[config.mk]
export PLATFORM = sky130hd
export DESIGN_NAME = ssla_top
export DESIGN_NICKNAME = d
export VERILOG_FILES = /design/src/common/ssla_pkg.sv /design/src/hw/ssla_sync.sv /design/src/hw/ssla_sticky_flag.sv /design/src/hw/ssla_top.sv
export SDC_FILE = /design/constraint.sdc
export NUM_CORES = 1
export LEC_CHECK = 0
export BUFFER_PORTS_ARGS = -buffer_cell sky130_fd_sc_hd__buf_4
export CAP_MARGIN = 20
export CORE_MARGIN = 3
export CORE_UTILIZATION = 49
export DETAILED_ROUTE_END_ITERATION = 8
export GPL_ROUTABILITY_DRIVEN = 0
export PLACE_DENSITY = 0.75
export SYNTH_ARGS = -nofsm -noshare
export SYNTH_HDL_FRONTEND = slang
export SYNTH_SLANG_ARGS = --single-unit
[constraint.sdc]
create_clock -name core_clk_i -period 1.1 [get_ports core_clk_i]
set_input_delay 0.11 -clock core_clk_i [delete_from_list [all_inputs] [get_ports core_clk_i]]
set_output_delay 0.11 -clock core_clk_i [all_outputs]
set_load 0.01 [all_outputs]
[src/common/ssla_pkg.sv]
package ssla_pkg;

  localparam int unsigned SSLA_ADDR_W = 3;
  localparam int unsigned SSLA_DATA_W = 8;

  // register offsets on the plain register port
  localparam logic [2:0] SSLA_OFS_DATA_LINE = 3'h0;
  localparam logic [2:0] SSLA_OFS_CLOCK_LINE = 3'h1;
  localparam logic [2:0] SSLA_OFS_CONTROL = 3'h2;
  localparam logic [2:0] SSLA_OFS_FALL_COND = 3'h3;
  localparam logic [2:0] SSLA_OFS_RISE_COND = 3'h4;
  localparam logic [2:0] SSLA_OFS_SAMPLED = 3'h5;
  localparam logic [2:0] SSLA_OFS_NEW_SAMPLE = 3'h6;

  // line_assist_control field positions
  localparam int unsigned SSLA_CTL_ENABLE = 0;
  localparam int unsigned SSLA_CTL_STRETCH_ALWAYS = 1;
  localparam int unsigned SSLA_CTL_STRETCH_COND = 2;
  localparam int unsigned SSLA_CTL_STRETCH_ACTIVE = 3;

  // values after reset
  localparam logic SSLA_RST_DATA_OUT = 1'b1;
  localparam logic SSLA_RST_CLOCK_OUT = 1'b1;
  localparam logic SSLA_RST_CTL_BIT = 1'b0;
  localparam logic SSLA_RST_FLAG = 1'b0;
  localparam logic SSLA_RST_SAMPLE = 1'b0;
  localparam logic [7:0] SSLA_RST_RDATA = 8'h00;

  // pad levels seen before the synchronisers fill (lines idle high)
  localparam logic SSLA_RST_PAD_LEVEL = 1'b1;

  // open-drain pads only ever pull low
  localparam logic SSLA_PAD_DRIVE_LEVEL = 1'b0;

endpackage

[src/hw/ssla_sync.sv]
`timescale 1ns/1ps
module ssla_sync
  import ssla_pkg::*;
(
  input wire logic clk_i,
  input wire logic rst_n_i,
  input wire logic async_i,
  output logic sync_o
);

  logic meta_reg;

  // meta_reg feeds only the second stage
  always_ff @(posedge clk_i or negedge rst_n_i) begin
    if (!rst_n_i) begin
      meta_reg <= SSLA_RST_PAD_LEVEL;
      sync_o <= SSLA_RST_PAD_LEVEL;
    end else begin
      meta_reg <= async_i;
      sync_o <= meta_reg;
    end
  end

endmodule // ssla_sync

[src/hw/ssla_sticky_flag.sv]
`timescale 1ns/1ps
module ssla_sticky_flag
  import ssla_pkg::*;
(
  input wire logic clk_i,
  input wire logic rst_n_i,
  input wire logic set_i,
  input wire logic clr_i,
  output logic flag_o
);

  // set wins over a clear in the same cycle so no event is lost
  always_ff @(posedge clk_i or negedge rst_n_i) begin
    if (!rst_n_i) begin
      flag_o <= SSLA_RST_FLAG;
    end else if (set_i) begin
      flag_o <= 1'b1;
    end else if (clr_i) begin
      flag_o <= 1'b0;
    end
  end

endmodule // ssla_sticky_flag

[src/hw/ssla_top.sv]
// Behaviour
// written data bit drives the data pad; resets to 1
// data register read returns the synchronised pad level; upper bits zero
// written clock bit drives the clock pad; resets to 1
// clock register read returns the synchronised pad level
// both pads are open drain; readback shows an outside pull low
// enable takes over both lines; while clear no condition flag sets
// data falling while clock high sets the falling-condition flag
// falling-condition flag resets to 0, cleared by any write to it
// each falling condition pulses its interrupt request
// data rising while clock high sets the rising-condition flag
// rising-condition flag resets to 0, cleared by any write to it
// each rising condition pulses its interrupt request
// always-stretch holds clock low after each falling edge, flags it
// conditional stretch holds clock low after fall if falling flag set
// any write to the sampled-data register ends stretching
// stretch flag read-only, resets 0; stretch enables reset to 0
// clock rising edge captures the data level into the sampled bit
// same edge sets new-sample flag; reading sampled data clears it
// when enabled the block owns the clock and data port lines
// both pad inputs are synchronised before edge detection
// clock pad pulled low when written bit is 0 or stretching
//
// The placing of the registers and the plain strobed port are this design's own decisions.
`timescale 1ns/1ps
module ssla_top
  import ssla_pkg::*;
(
  input wire logic core_clk_i,
  input wire logic reset_n_i,
  input wire logic [SSLA_ADDR_W-1:0] addr_i,
  input wire logic [SSLA_DATA_W-1:0] wdata_i,
  input wire logic wr_i,
  input wire logic rd_i,
  output logic [SSLA_DATA_W-1:0] rdata_o,
  input wire logic serial_clock_line_i,
  output logic serial_clock_line_o,
  output logic serial_clock_line_oe_o,
  input wire logic serial_data_line_i,
  output logic serial_data_line_o,
  output logic serial_data_line_oe_o,
  output logic port_lines_owned_o,
  output logic falling_cond_irq_o,
  output logic rising_cond_irq_o
);

  ////////////////////////////////////////////////////////////////////////////
  // reset release

  logic rst_meta_reg;
  logic rst_n;

  always_ff @(posedge core_clk_i or negedge reset_n_i) begin
    if (!reset_n_i) begin
      rst_meta_reg <= 1'b0;
      rst_n <= 1'b0;
    end else begin
      rst_meta_reg <= 1'b1;
      rst_n <= rst_meta_reg;
    end
  end

  ////////////////////////////////////////////////////////////////////////////
  // pad synchronisers and edge detection

  logic clk_s;
  logic dat_s;
  logic clk_d_reg;
  logic dat_d_reg;

  // pad input synchronisers
  ssla_sync u_sync_clock (
    .clk_i(core_clk_i),
    .rst_n_i(rst_n),
    .async_i(serial_clock_line_i),
    .sync_o(clk_s)
  );

  ssla_sync u_sync_data (
    .clk_i(core_clk_i),
    .rst_n_i(rst_n),
    .async_i(serial_data_line_i),
    .sync_o(dat_s)
  );

  always_ff @(posedge core_clk_i or negedge rst_n) begin
    if (!rst_n) begin
      clk_d_reg <= SSLA_RST_PAD_LEVEL;
      dat_d_reg <= SSLA_RST_PAD_LEVEL;
    end else begin
      clk_d_reg <= clk_s;
      dat_d_reg <= dat_s;
    end
  end

  logic clk_rise;
  logic clk_fall;
  logic clk_high;
  logic dat_rise;
  logic dat_fall;

  // one pulse per synchronised edge
  assign clk_rise = clk_s & ~clk_d_reg;
  assign clk_fall = ~clk_s & clk_d_reg;
  // clock must be high on both sides of the data edge
  assign clk_high = clk_s & clk_d_reg;
  assign dat_rise = dat_s & ~dat_d_reg;
  assign dat_fall = ~dat_s & dat_d_reg;

  ////////////////////////////////////////////////////////////////////////////
  // register decode

  logic wr_data_line;
  logic wr_clock_line;
  logic wr_control;
  logic wr_fall_cond;
  logic wr_rise_cond;
  logic wr_sampled;
  logic rd_sampled;

  assign wr_data_line = wr_i && (addr_i == SSLA_OFS_DATA_LINE);
  assign wr_clock_line = wr_i && (addr_i == SSLA_OFS_CLOCK_LINE);
  assign wr_control = wr_i && (addr_i == SSLA_OFS_CONTROL);
  assign wr_fall_cond = wr_i && (addr_i == SSLA_OFS_FALL_COND);
  assign wr_rise_cond = wr_i && (addr_i == SSLA_OFS_RISE_COND);
  assign wr_sampled = wr_i && (addr_i == SSLA_OFS_SAMPLED);
  assign rd_sampled = rd_i && (addr_i == SSLA_OFS_SAMPLED);

  ////////////////////////////////////////////////////////////////////////////
  // software-written bits

  logic data_line_out_bit_reg;
  logic clock_line_out_bit_reg;
  logic assist_enable_reg;
  logic stretch_always_en_reg;
  logic stretch_on_falling_cond_en_reg;

  // data output bit
  always_ff @(posedge core_clk_i or negedge rst_n) begin
    if (!rst_n) begin
      data_line_out_bit_reg <= SSLA_RST_DATA_OUT;
    end else if (wr_data_line) begin
      data_line_out_bit_reg <= wdata_i[0];
    end
  end

  // clock output bit
  always_ff @(posedge core_clk_i or negedge rst_n) begin
    if (!rst_n) begin
      clock_line_out_bit_reg <= SSLA_RST_CLOCK_OUT;
    end else if (wr_clock_line) begin
      clock_line_out_bit_reg <= wdata_i[0];
    end
  end

  // control bits; stretch flag is not writable
  always_ff @(posedge core_clk_i or negedge rst_n) begin
    if (!rst_n) begin
      assist_enable_reg <= SSLA_RST_CTL_BIT;
      stretch_always_en_reg <= SSLA_RST_CTL_BIT;
      stretch_on_falling_cond_en_reg <= SSLA_RST_CTL_BIT;
    end else if (wr_control) begin
      assist_enable_reg <= wdata_i[SSLA_CTL_ENABLE];
      stretch_always_en_reg <= wdata_i[SSLA_CTL_STRETCH_ALWAYS];
      stretch_on_falling_cond_en_reg <= wdata_i[SSLA_CTL_STRETCH_COND];
    end
  end

  ////////////////////////////////////////////////////////////////////////////
  // condition detection and stretching

  logic falling_evt;
  logic rising_evt;
  logic falling_cond_seen;
  logic rising_cond_seen;
  logic stretch_set;
  logic stretch_active;

  // no condition while disabled
  // data falls under a high clock
  assign falling_evt = assist_enable_reg && clk_high && dat_fall;
  // data rises under a high clock
  assign rising_evt = assist_enable_reg && clk_high && dat_rise;

  // falling-condition flag, write clears
  ssla_sticky_flag u_fall_flag (
    .clk_i(core_clk_i),
    .rst_n_i(rst_n),
    .set_i(falling_evt),
    .clr_i(wr_fall_cond),
    .flag_o(falling_cond_seen)
  );

  // rising-condition flag, write clears
  ssla_sticky_flag u_rise_flag (
    .clk_i(core_clk_i),
    .rst_n_i(rst_n),
    .set_i(rising_evt),
    .clr_i(wr_rise_cond),
    .flag_o(rising_cond_seen)
  );

  // stretch after a clock fall, always or on a seen condition
  assign stretch_set = assist_enable_reg && clk_fall &&
    (stretch_always_en_reg || (stretch_on_falling_cond_en_reg && falling_cond_seen));

  // write to sampled data releases the clock
  ssla_sticky_flag u_stretch_flag (
    .clk_i(core_clk_i),
    .rst_n_i(rst_n),
    .set_i(stretch_set),
    .clr_i(wr_sampled),
    .flag_o(stretch_active)
  );

  // one-cycle request per detection
  always_ff @(posedge core_clk_i or negedge rst_n) begin
    if (!rst_n) begin
      falling_cond_irq_o <= 1'b0;
      rising_cond_irq_o <= 1'b0;
    end else begin
      falling_cond_irq_o <= falling_evt;
      rising_cond_irq_o <= rising_evt;
    end
  end

  ////////////////////////////////////////////////////////////////////////////
  // sampling on clock rise

  logic sampled_data_bit_reg;
  logic new_sample_pending;

  // data level at the clock rise
  always_ff @(posedge core_clk_i or negedge rst_n) begin
    if (!rst_n) begin
      sampled_data_bit_reg <= SSLA_RST_SAMPLE;
    end else if (clk_rise) begin
      sampled_data_bit_reg <= dat_s;
    end
  end

  // unread sample flag; a new edge beats the clearing read
  ssla_sticky_flag u_new_sample (
    .clk_i(core_clk_i),
    .rst_n_i(rst_n),
    .set_i(clk_rise),
    .clr_i(rd_sampled),
    .flag_o(new_sample_pending)
  );

  ////////////////////////////////////////////////////////////////////////////
  // pad drive

  // open drain: enable only pulls low, and only when owned
  always_ff @(posedge core_clk_i or negedge rst_n) begin
    if (!rst_n) begin
      serial_clock_line_o <= SSLA_PAD_DRIVE_LEVEL;
      serial_data_line_o <= SSLA_PAD_DRIVE_LEVEL;
      serial_clock_line_oe_o <= 1'b0;
      serial_data_line_oe_o <= 1'b0;
      port_lines_owned_o <= 1'b0;
    end else begin
      serial_clock_line_o <= SSLA_PAD_DRIVE_LEVEL;
      serial_data_line_o <= SSLA_PAD_DRIVE_LEVEL;
      serial_clock_line_oe_o <= assist_enable_reg &&
        (!clock_line_out_bit_reg || stretch_active);
      serial_data_line_oe_o <= assist_enable_reg && !data_line_out_bit_reg;
      port_lines_owned_o <= assist_enable_reg;
    end
  end

  ////////////////////////////////////////////////////////////////////////////
  // read port

  logic [SSLA_DATA_W-1:0] rdata_next;

  // line registers read the pad, not the written bit
  always_comb begin
    rdata_next = SSLA_RST_RDATA;
    case (addr_i)
      SSLA_OFS_DATA_LINE: rdata_next[0] = dat_s;
      SSLA_OFS_CLOCK_LINE: rdata_next[0] = clk_s;
      SSLA_OFS_CONTROL: begin
        rdata_next[SSLA_CTL_ENABLE] = assist_enable_reg;
        rdata_next[SSLA_CTL_STRETCH_ALWAYS] = stretch_always_en_reg;
        rdata_next[SSLA_CTL_STRETCH_COND] = stretch_on_falling_cond_en_reg;
        rdata_next[SSLA_CTL_STRETCH_ACTIVE] = stretch_active;
      end
      SSLA_OFS_FALL_COND: rdata_next[0] = falling_cond_seen;
      SSLA_OFS_RISE_COND: rdata_next[0] = rising_cond_seen;
      SSLA_OFS_SAMPLED: rdata_next[0] = sampled_data_bit_reg;
      SSLA_OFS_NEW_SAMPLE: rdata_next[0] = new_sample_pending;
      default: rdata_next = SSLA_RST_RDATA;
    endcase
  end

  // data stand only in the cycle after the read strobe
  always_ff @(posedge core_clk_i or negedge rst_n) begin
    if (!rst_n) begin
      rdata_o <= SSLA_RST_RDATA;
    end else if (rd_i) begin
      rdata_o <= rdata_next;
    end else begin
      rdata_o <= SSLA_RST_RDATA;
    end
  end
endmodule // ssla_top

==> After elaboration in Yosys (flattened, before gate mapping) <==
Index checks and enable logic that the tools add are counted.
{ "word_totals": {"ff_bits": 27, "in_bits": 17, "output_inout_bits": 15} }
{ "op_classes": {"eq_ne": 6, "mux": 11, "n_bitwise": 9, "reduce_logical": 24} }
{ "ops": {"columns": ["operator", "n"], "rows": [
  ["1-bit logical AND", 15],
  ["3-bit == test, second input constant", 3],
  ["1-bit two-way mux", 8],
  ["2-bit nonzero test", 4],
  ["1-bit case mux with 7 select lines", 1],
  ["3-bit by 2-bit == test with 1-bit output, second input constant", 2],
  ["1-bit bitwise AND", 5],
  ["4-bit two-way mux", 1],
  ["1-bit inverter", 4],
  ["3-bit by 1-bit == test with 1-bit output, second input constant", 1],
  ["3-bit zero test", 1],
  ["3-bit two-way mux", 1],
  ["1-bit zero test", 2],
  ["1-bit logical OR", 2]
]} }

==> Logic depth before layout (Yosys ltp) <==
{ "depth": {"depth_word": 5, "ltp_mapped": 4} }

==> Modules after synthesis <==
Synthesis repeated with hierarchy kept, for this count alone.
{ "unflattened": {"cells_unflattened": 86, "hier_area_um2": 1062.3} }
{ "by_module_without_submodules": {"columns": ["mod", "n_inst", "cells_each", "area_per_inst_um2", "seq_area_each_um2"], "rows": [
  ["ssla_top", 1, 70, 812.0, 480.5],
  ["ssla_sticky_flag", 4, 3, 36.3, 25.0],
  ["ssla_sync", 2, 2, 52.6, 52.6]
]} }

==> Worst setup path after synthesis <==
No wires, ideal clock.
{ "synth_path": {"path_type": "reg2reg", "startpoint": "register u_sync_clock.sync_o", "endpoint": "register sampled_data_bit_reg", "setup_ns": 0.125, "arrival_ns": 1.013, "required_ns": 0.975, "setup_slack_ns": -0.038, "stages_incl_launch_ff": 3, "n_path_buf": 0, "period_less_slack_ns": 1.138, "cell_sequence": "dfstp_2 > nor2b_1 > mux2_2"} }
{ "synth_between": {"elab_chain_cells": 1} }
{ "synth_rtl": {"columns": ["item", "line", "text"], "rows": [
  ["start: declaration", "ssla_sync.sv:8", "output logic sync_o"],
  ["start signal: assignment", "ssla_sync.sv:20", "sync_o <= meta_reg;"],
  ["1-bit bitwise AND", "ssla_top.sv:103", "assign clk_rise = clk_s & ~clk_d_reg;"],
  ["end signal: assignment", "ssla_top.sv:238", "sampled_data_bit_reg <= dat_s;"],
  ["end: declaration", "ssla_top.sv:230", "logic sampled_data_bit_reg;"]
]} }
Every way passes these cells.
A chain may end at the register's enable or synchronous reset.

==> Worst setup path after layout <==
Ends and elaborated chain as after synthesis.

==> flow_metrics.py <==
metrics = {
    "global_route": {
        "grt_busiest_layer": "met2",
        "grt_overflow": 0,
        "gr-usage-all-layers": 0.151,
        "use_met3": 0.0338,
        "grt_use_met1": 0.186,
        "grt_pass1_vias": 680,
        "grt_first_pass_wirelength_mm": 2.95,
        "antenna_found_initial": 0,
        "use_met2": 0.252,
        "grt_max_degree": 15,
    },
    "finish": {
        "drive_gt1_frac": 0.465,
        "nets": 132,
        "top_register": "rdata_o",
        "layout_common_cells": "buf_4 (27), dfrtp_1 (19), dfstp_2 (8), conb_1 (7)",
        "stdcell_area_mm2": 0.00137,
        "largest_reg_flops": 4,
        "n_antenna_cell": 0,
        "layout_commonest_cell": "buf_4",
        "fin_cells": 141,
        "syn2layout_area_growth_pct": 25.4,
    },
    "critical_path": {
        "crit_fanout": 4,
        "worst_ep_arrival_time_ns": 1.36,
        "cp.buffers_inverters": 0,
        "crit_family": "flip-flops",
        "cp_cell_sequence": "nor2b_4, mux2_4",
        "cpMaxStageDelayCell": "dfstp_2",
        "crit_path_end_kind": "register",
        "crit_path_start_kind": "register",
        "critical_path_class": "register to register",
        "slowest_delay_ns": 0.59,
        "startpoint": "u_sync_clock.sync_o",
        "crit_required_ns": 1.32,
        "r2r-start": "u_sync_clock.sync_o",
    },
    "cts": {
        "cts_sinks": 27,
        "htreeDepth": 1,
        "root_buffer": "clkbuf_4",
        "clk_latency_ns": 0.31,
        "clk_pin_slew_ns": 0.14,
        "post-cts-setup-buffer-count": 0,
        "numCtsBuffers": 3,
        "clockBufferDepth": 2,
        "cts_tree": "yes",
    },
    "synth": {
        "yosys.area.top_type": "dfrtp_1",
        "ys_types": 27,
        "ys.flop_type": "dfrtp_1",
        "synthCells": 84,
        "synth_top_cell_area_share": 0.437,
        "async_flop_share": 1.00,
        "yosysSeqAreaShare": 0.630,
        "synth-seq-cells": 27,
        "syn_avg_cell_area_um2": 13.0,
        "synth_edf_count": 0,
        "ys_warn_count": 0,
        "ys_top_cells_by_area": "dfrtp_1 (44%), dfstp_2 (19%), mux2_2 (6.2%)",
        "syn_area_mm2": 0.00109,
    },
    "routing": {
        "ant_nets": 0,
        "viasPerCell": 4.92,
        "drc": 0,
        "drtIter0Drc": 12,
        "num_vias": 694,
        "routed_wl_mm": 1.86,
        "firstDrtPassIters": 4,
        "post_drt_wl_per_cell_um": 13.2,
    },
    "timing": {
        "fin_skew_ns": 0.00853,
        "rsz0062_at_grt": "true",
        "whs_ns": 0.0169,
        "fin_crit_sh": 1.04,
        "setup_violations": 2,
        "drv_slew": 0,
        "fin_crit_ns": 1.14,
        "fmax_ghz": 0.875,
        "hold_viol": 0,
        "layout_setup_ws_ns": -0.0433,
    },
    "floorplanning": {
        "coreArea_mm2": 0.00202,
        "die_w_um": 53.1,
        "initial_core_util": 0.538,
        "die_area_mm2": 0.00282,
        "die-height_um": 53.1,
        "io_pins": 32,
        "rows": 16,
    },
    "worst_hold_path": {
        "min_from": "addr_i[2]",
        "holdCritPathClass": "input pin to register",
    },
    "placement": {
        "post_dp_cell_area_mm2": 0.00129,
        "hpwl_mm": 1.42,
        "dpl.cell_count": 134,
        "numPortBuffers": 20,
    },
    "power": {
        "p_leak_nw": 0.652,
        "max-vdd-ir-drop_mv": 1.09,
        "power.density_mw_per_mm2": 1470,
        "p_total_mw": 2.01,
    },
    "run_status": {
        "run_status": "finished, violations left",
        "failed_checks": "negative setup slack",
    },
    "job": {
        "max_cap_viol_count": 0,
    },
}
## report_power, final
part	switching (mW)	internal (mW)	total [mW]
sequential	0.0760	1.15	1.22
clock	0.271	0.142	0.412
combinational	0.172	0.206	0.378
## synthesized netlist by cell type (3+ instances only)
| cell | n |
|---|---|
| dfstp_2 | 8 |
| buf_4 | 6 |
| mux2i_1 | 3 |
| inv_1 | 3 |
| mux2_2 | 6 |
| dfrtp_1 | 19 |
| nand2b_1 | 4 |
| nand2_1 | 5 |
| o21ai_0 | 3 |
## cell families after synthesis
| kind of cell | after synthesis | share of synthesized area |
|---|---|---|
| AO/OA/AOI/OAI | 11 | 0.0713 |
| AND/OR/NAND/NOR | 23 | 0.131 |
| buffers and inverters | 12 | 0.0713 |
| flip-flops | 27 | 0.630 |
| other | 2 | 0.00690 |
| multiplexers | 9 | 0.0897 |
## layer usage
metal | part of all wire | routed length (um)
met1 | 0.41 | 753
met2 | 0.50 | 928
met3 | 0.080 | 149
met4 | 0.012 | 23
met5 | 0 | 0
## final cells by class
type | count | area (um^2)
repair buffers | 30 | 233
clock buffers | 4 | 26.3
fillers | 155 | 657
well taps | 27 | 33.8
multi-input cells | 50 | 375
flip-flops and latches | 27 | 686
inverters | 3 | 11.3
## what timing repair did
item | in CTS | in global routing
gates resized for setup | 2 | 2
hold buffers | 3 | 0
pin swaps | 2 | 2
endpoints found under the hold margin | 4 | 0
endpoints found under the setup margin | 4 | 4
## worst paths after layout
kind                                           to  slack [ns]  depth (start not counted)
hold / removal                         rdata_o[3]        0.02                          2
min in group asynchronous                   rst_n        0.08                          2
setup / recovery             sampled_data_bit_reg       -0.04                          2
max in group asynchronous               clk_d_reg        0.65                          1
setup reg to reg             sampled_data_bit_reg       -0.04                          2
hold reg to reg            serial_clock_line_oe_o        0.20                          1
## stage by stage
step	util	setup TNS (ns)	worst slack [ns]
2_1_floorplan	-	0	0.0106
3_3_place_gp	0.637	-0.0140	-0.00820
6_report	0.675	-0.0854	-0.0433
3_5_place_dp	0.637	-0.0929	-0.0315
5_1_grt	0.675	-0.322	-0.115
4_1_cts	0.670	-0.0961	-0.0416
Power figures use the tool's default switching activity.
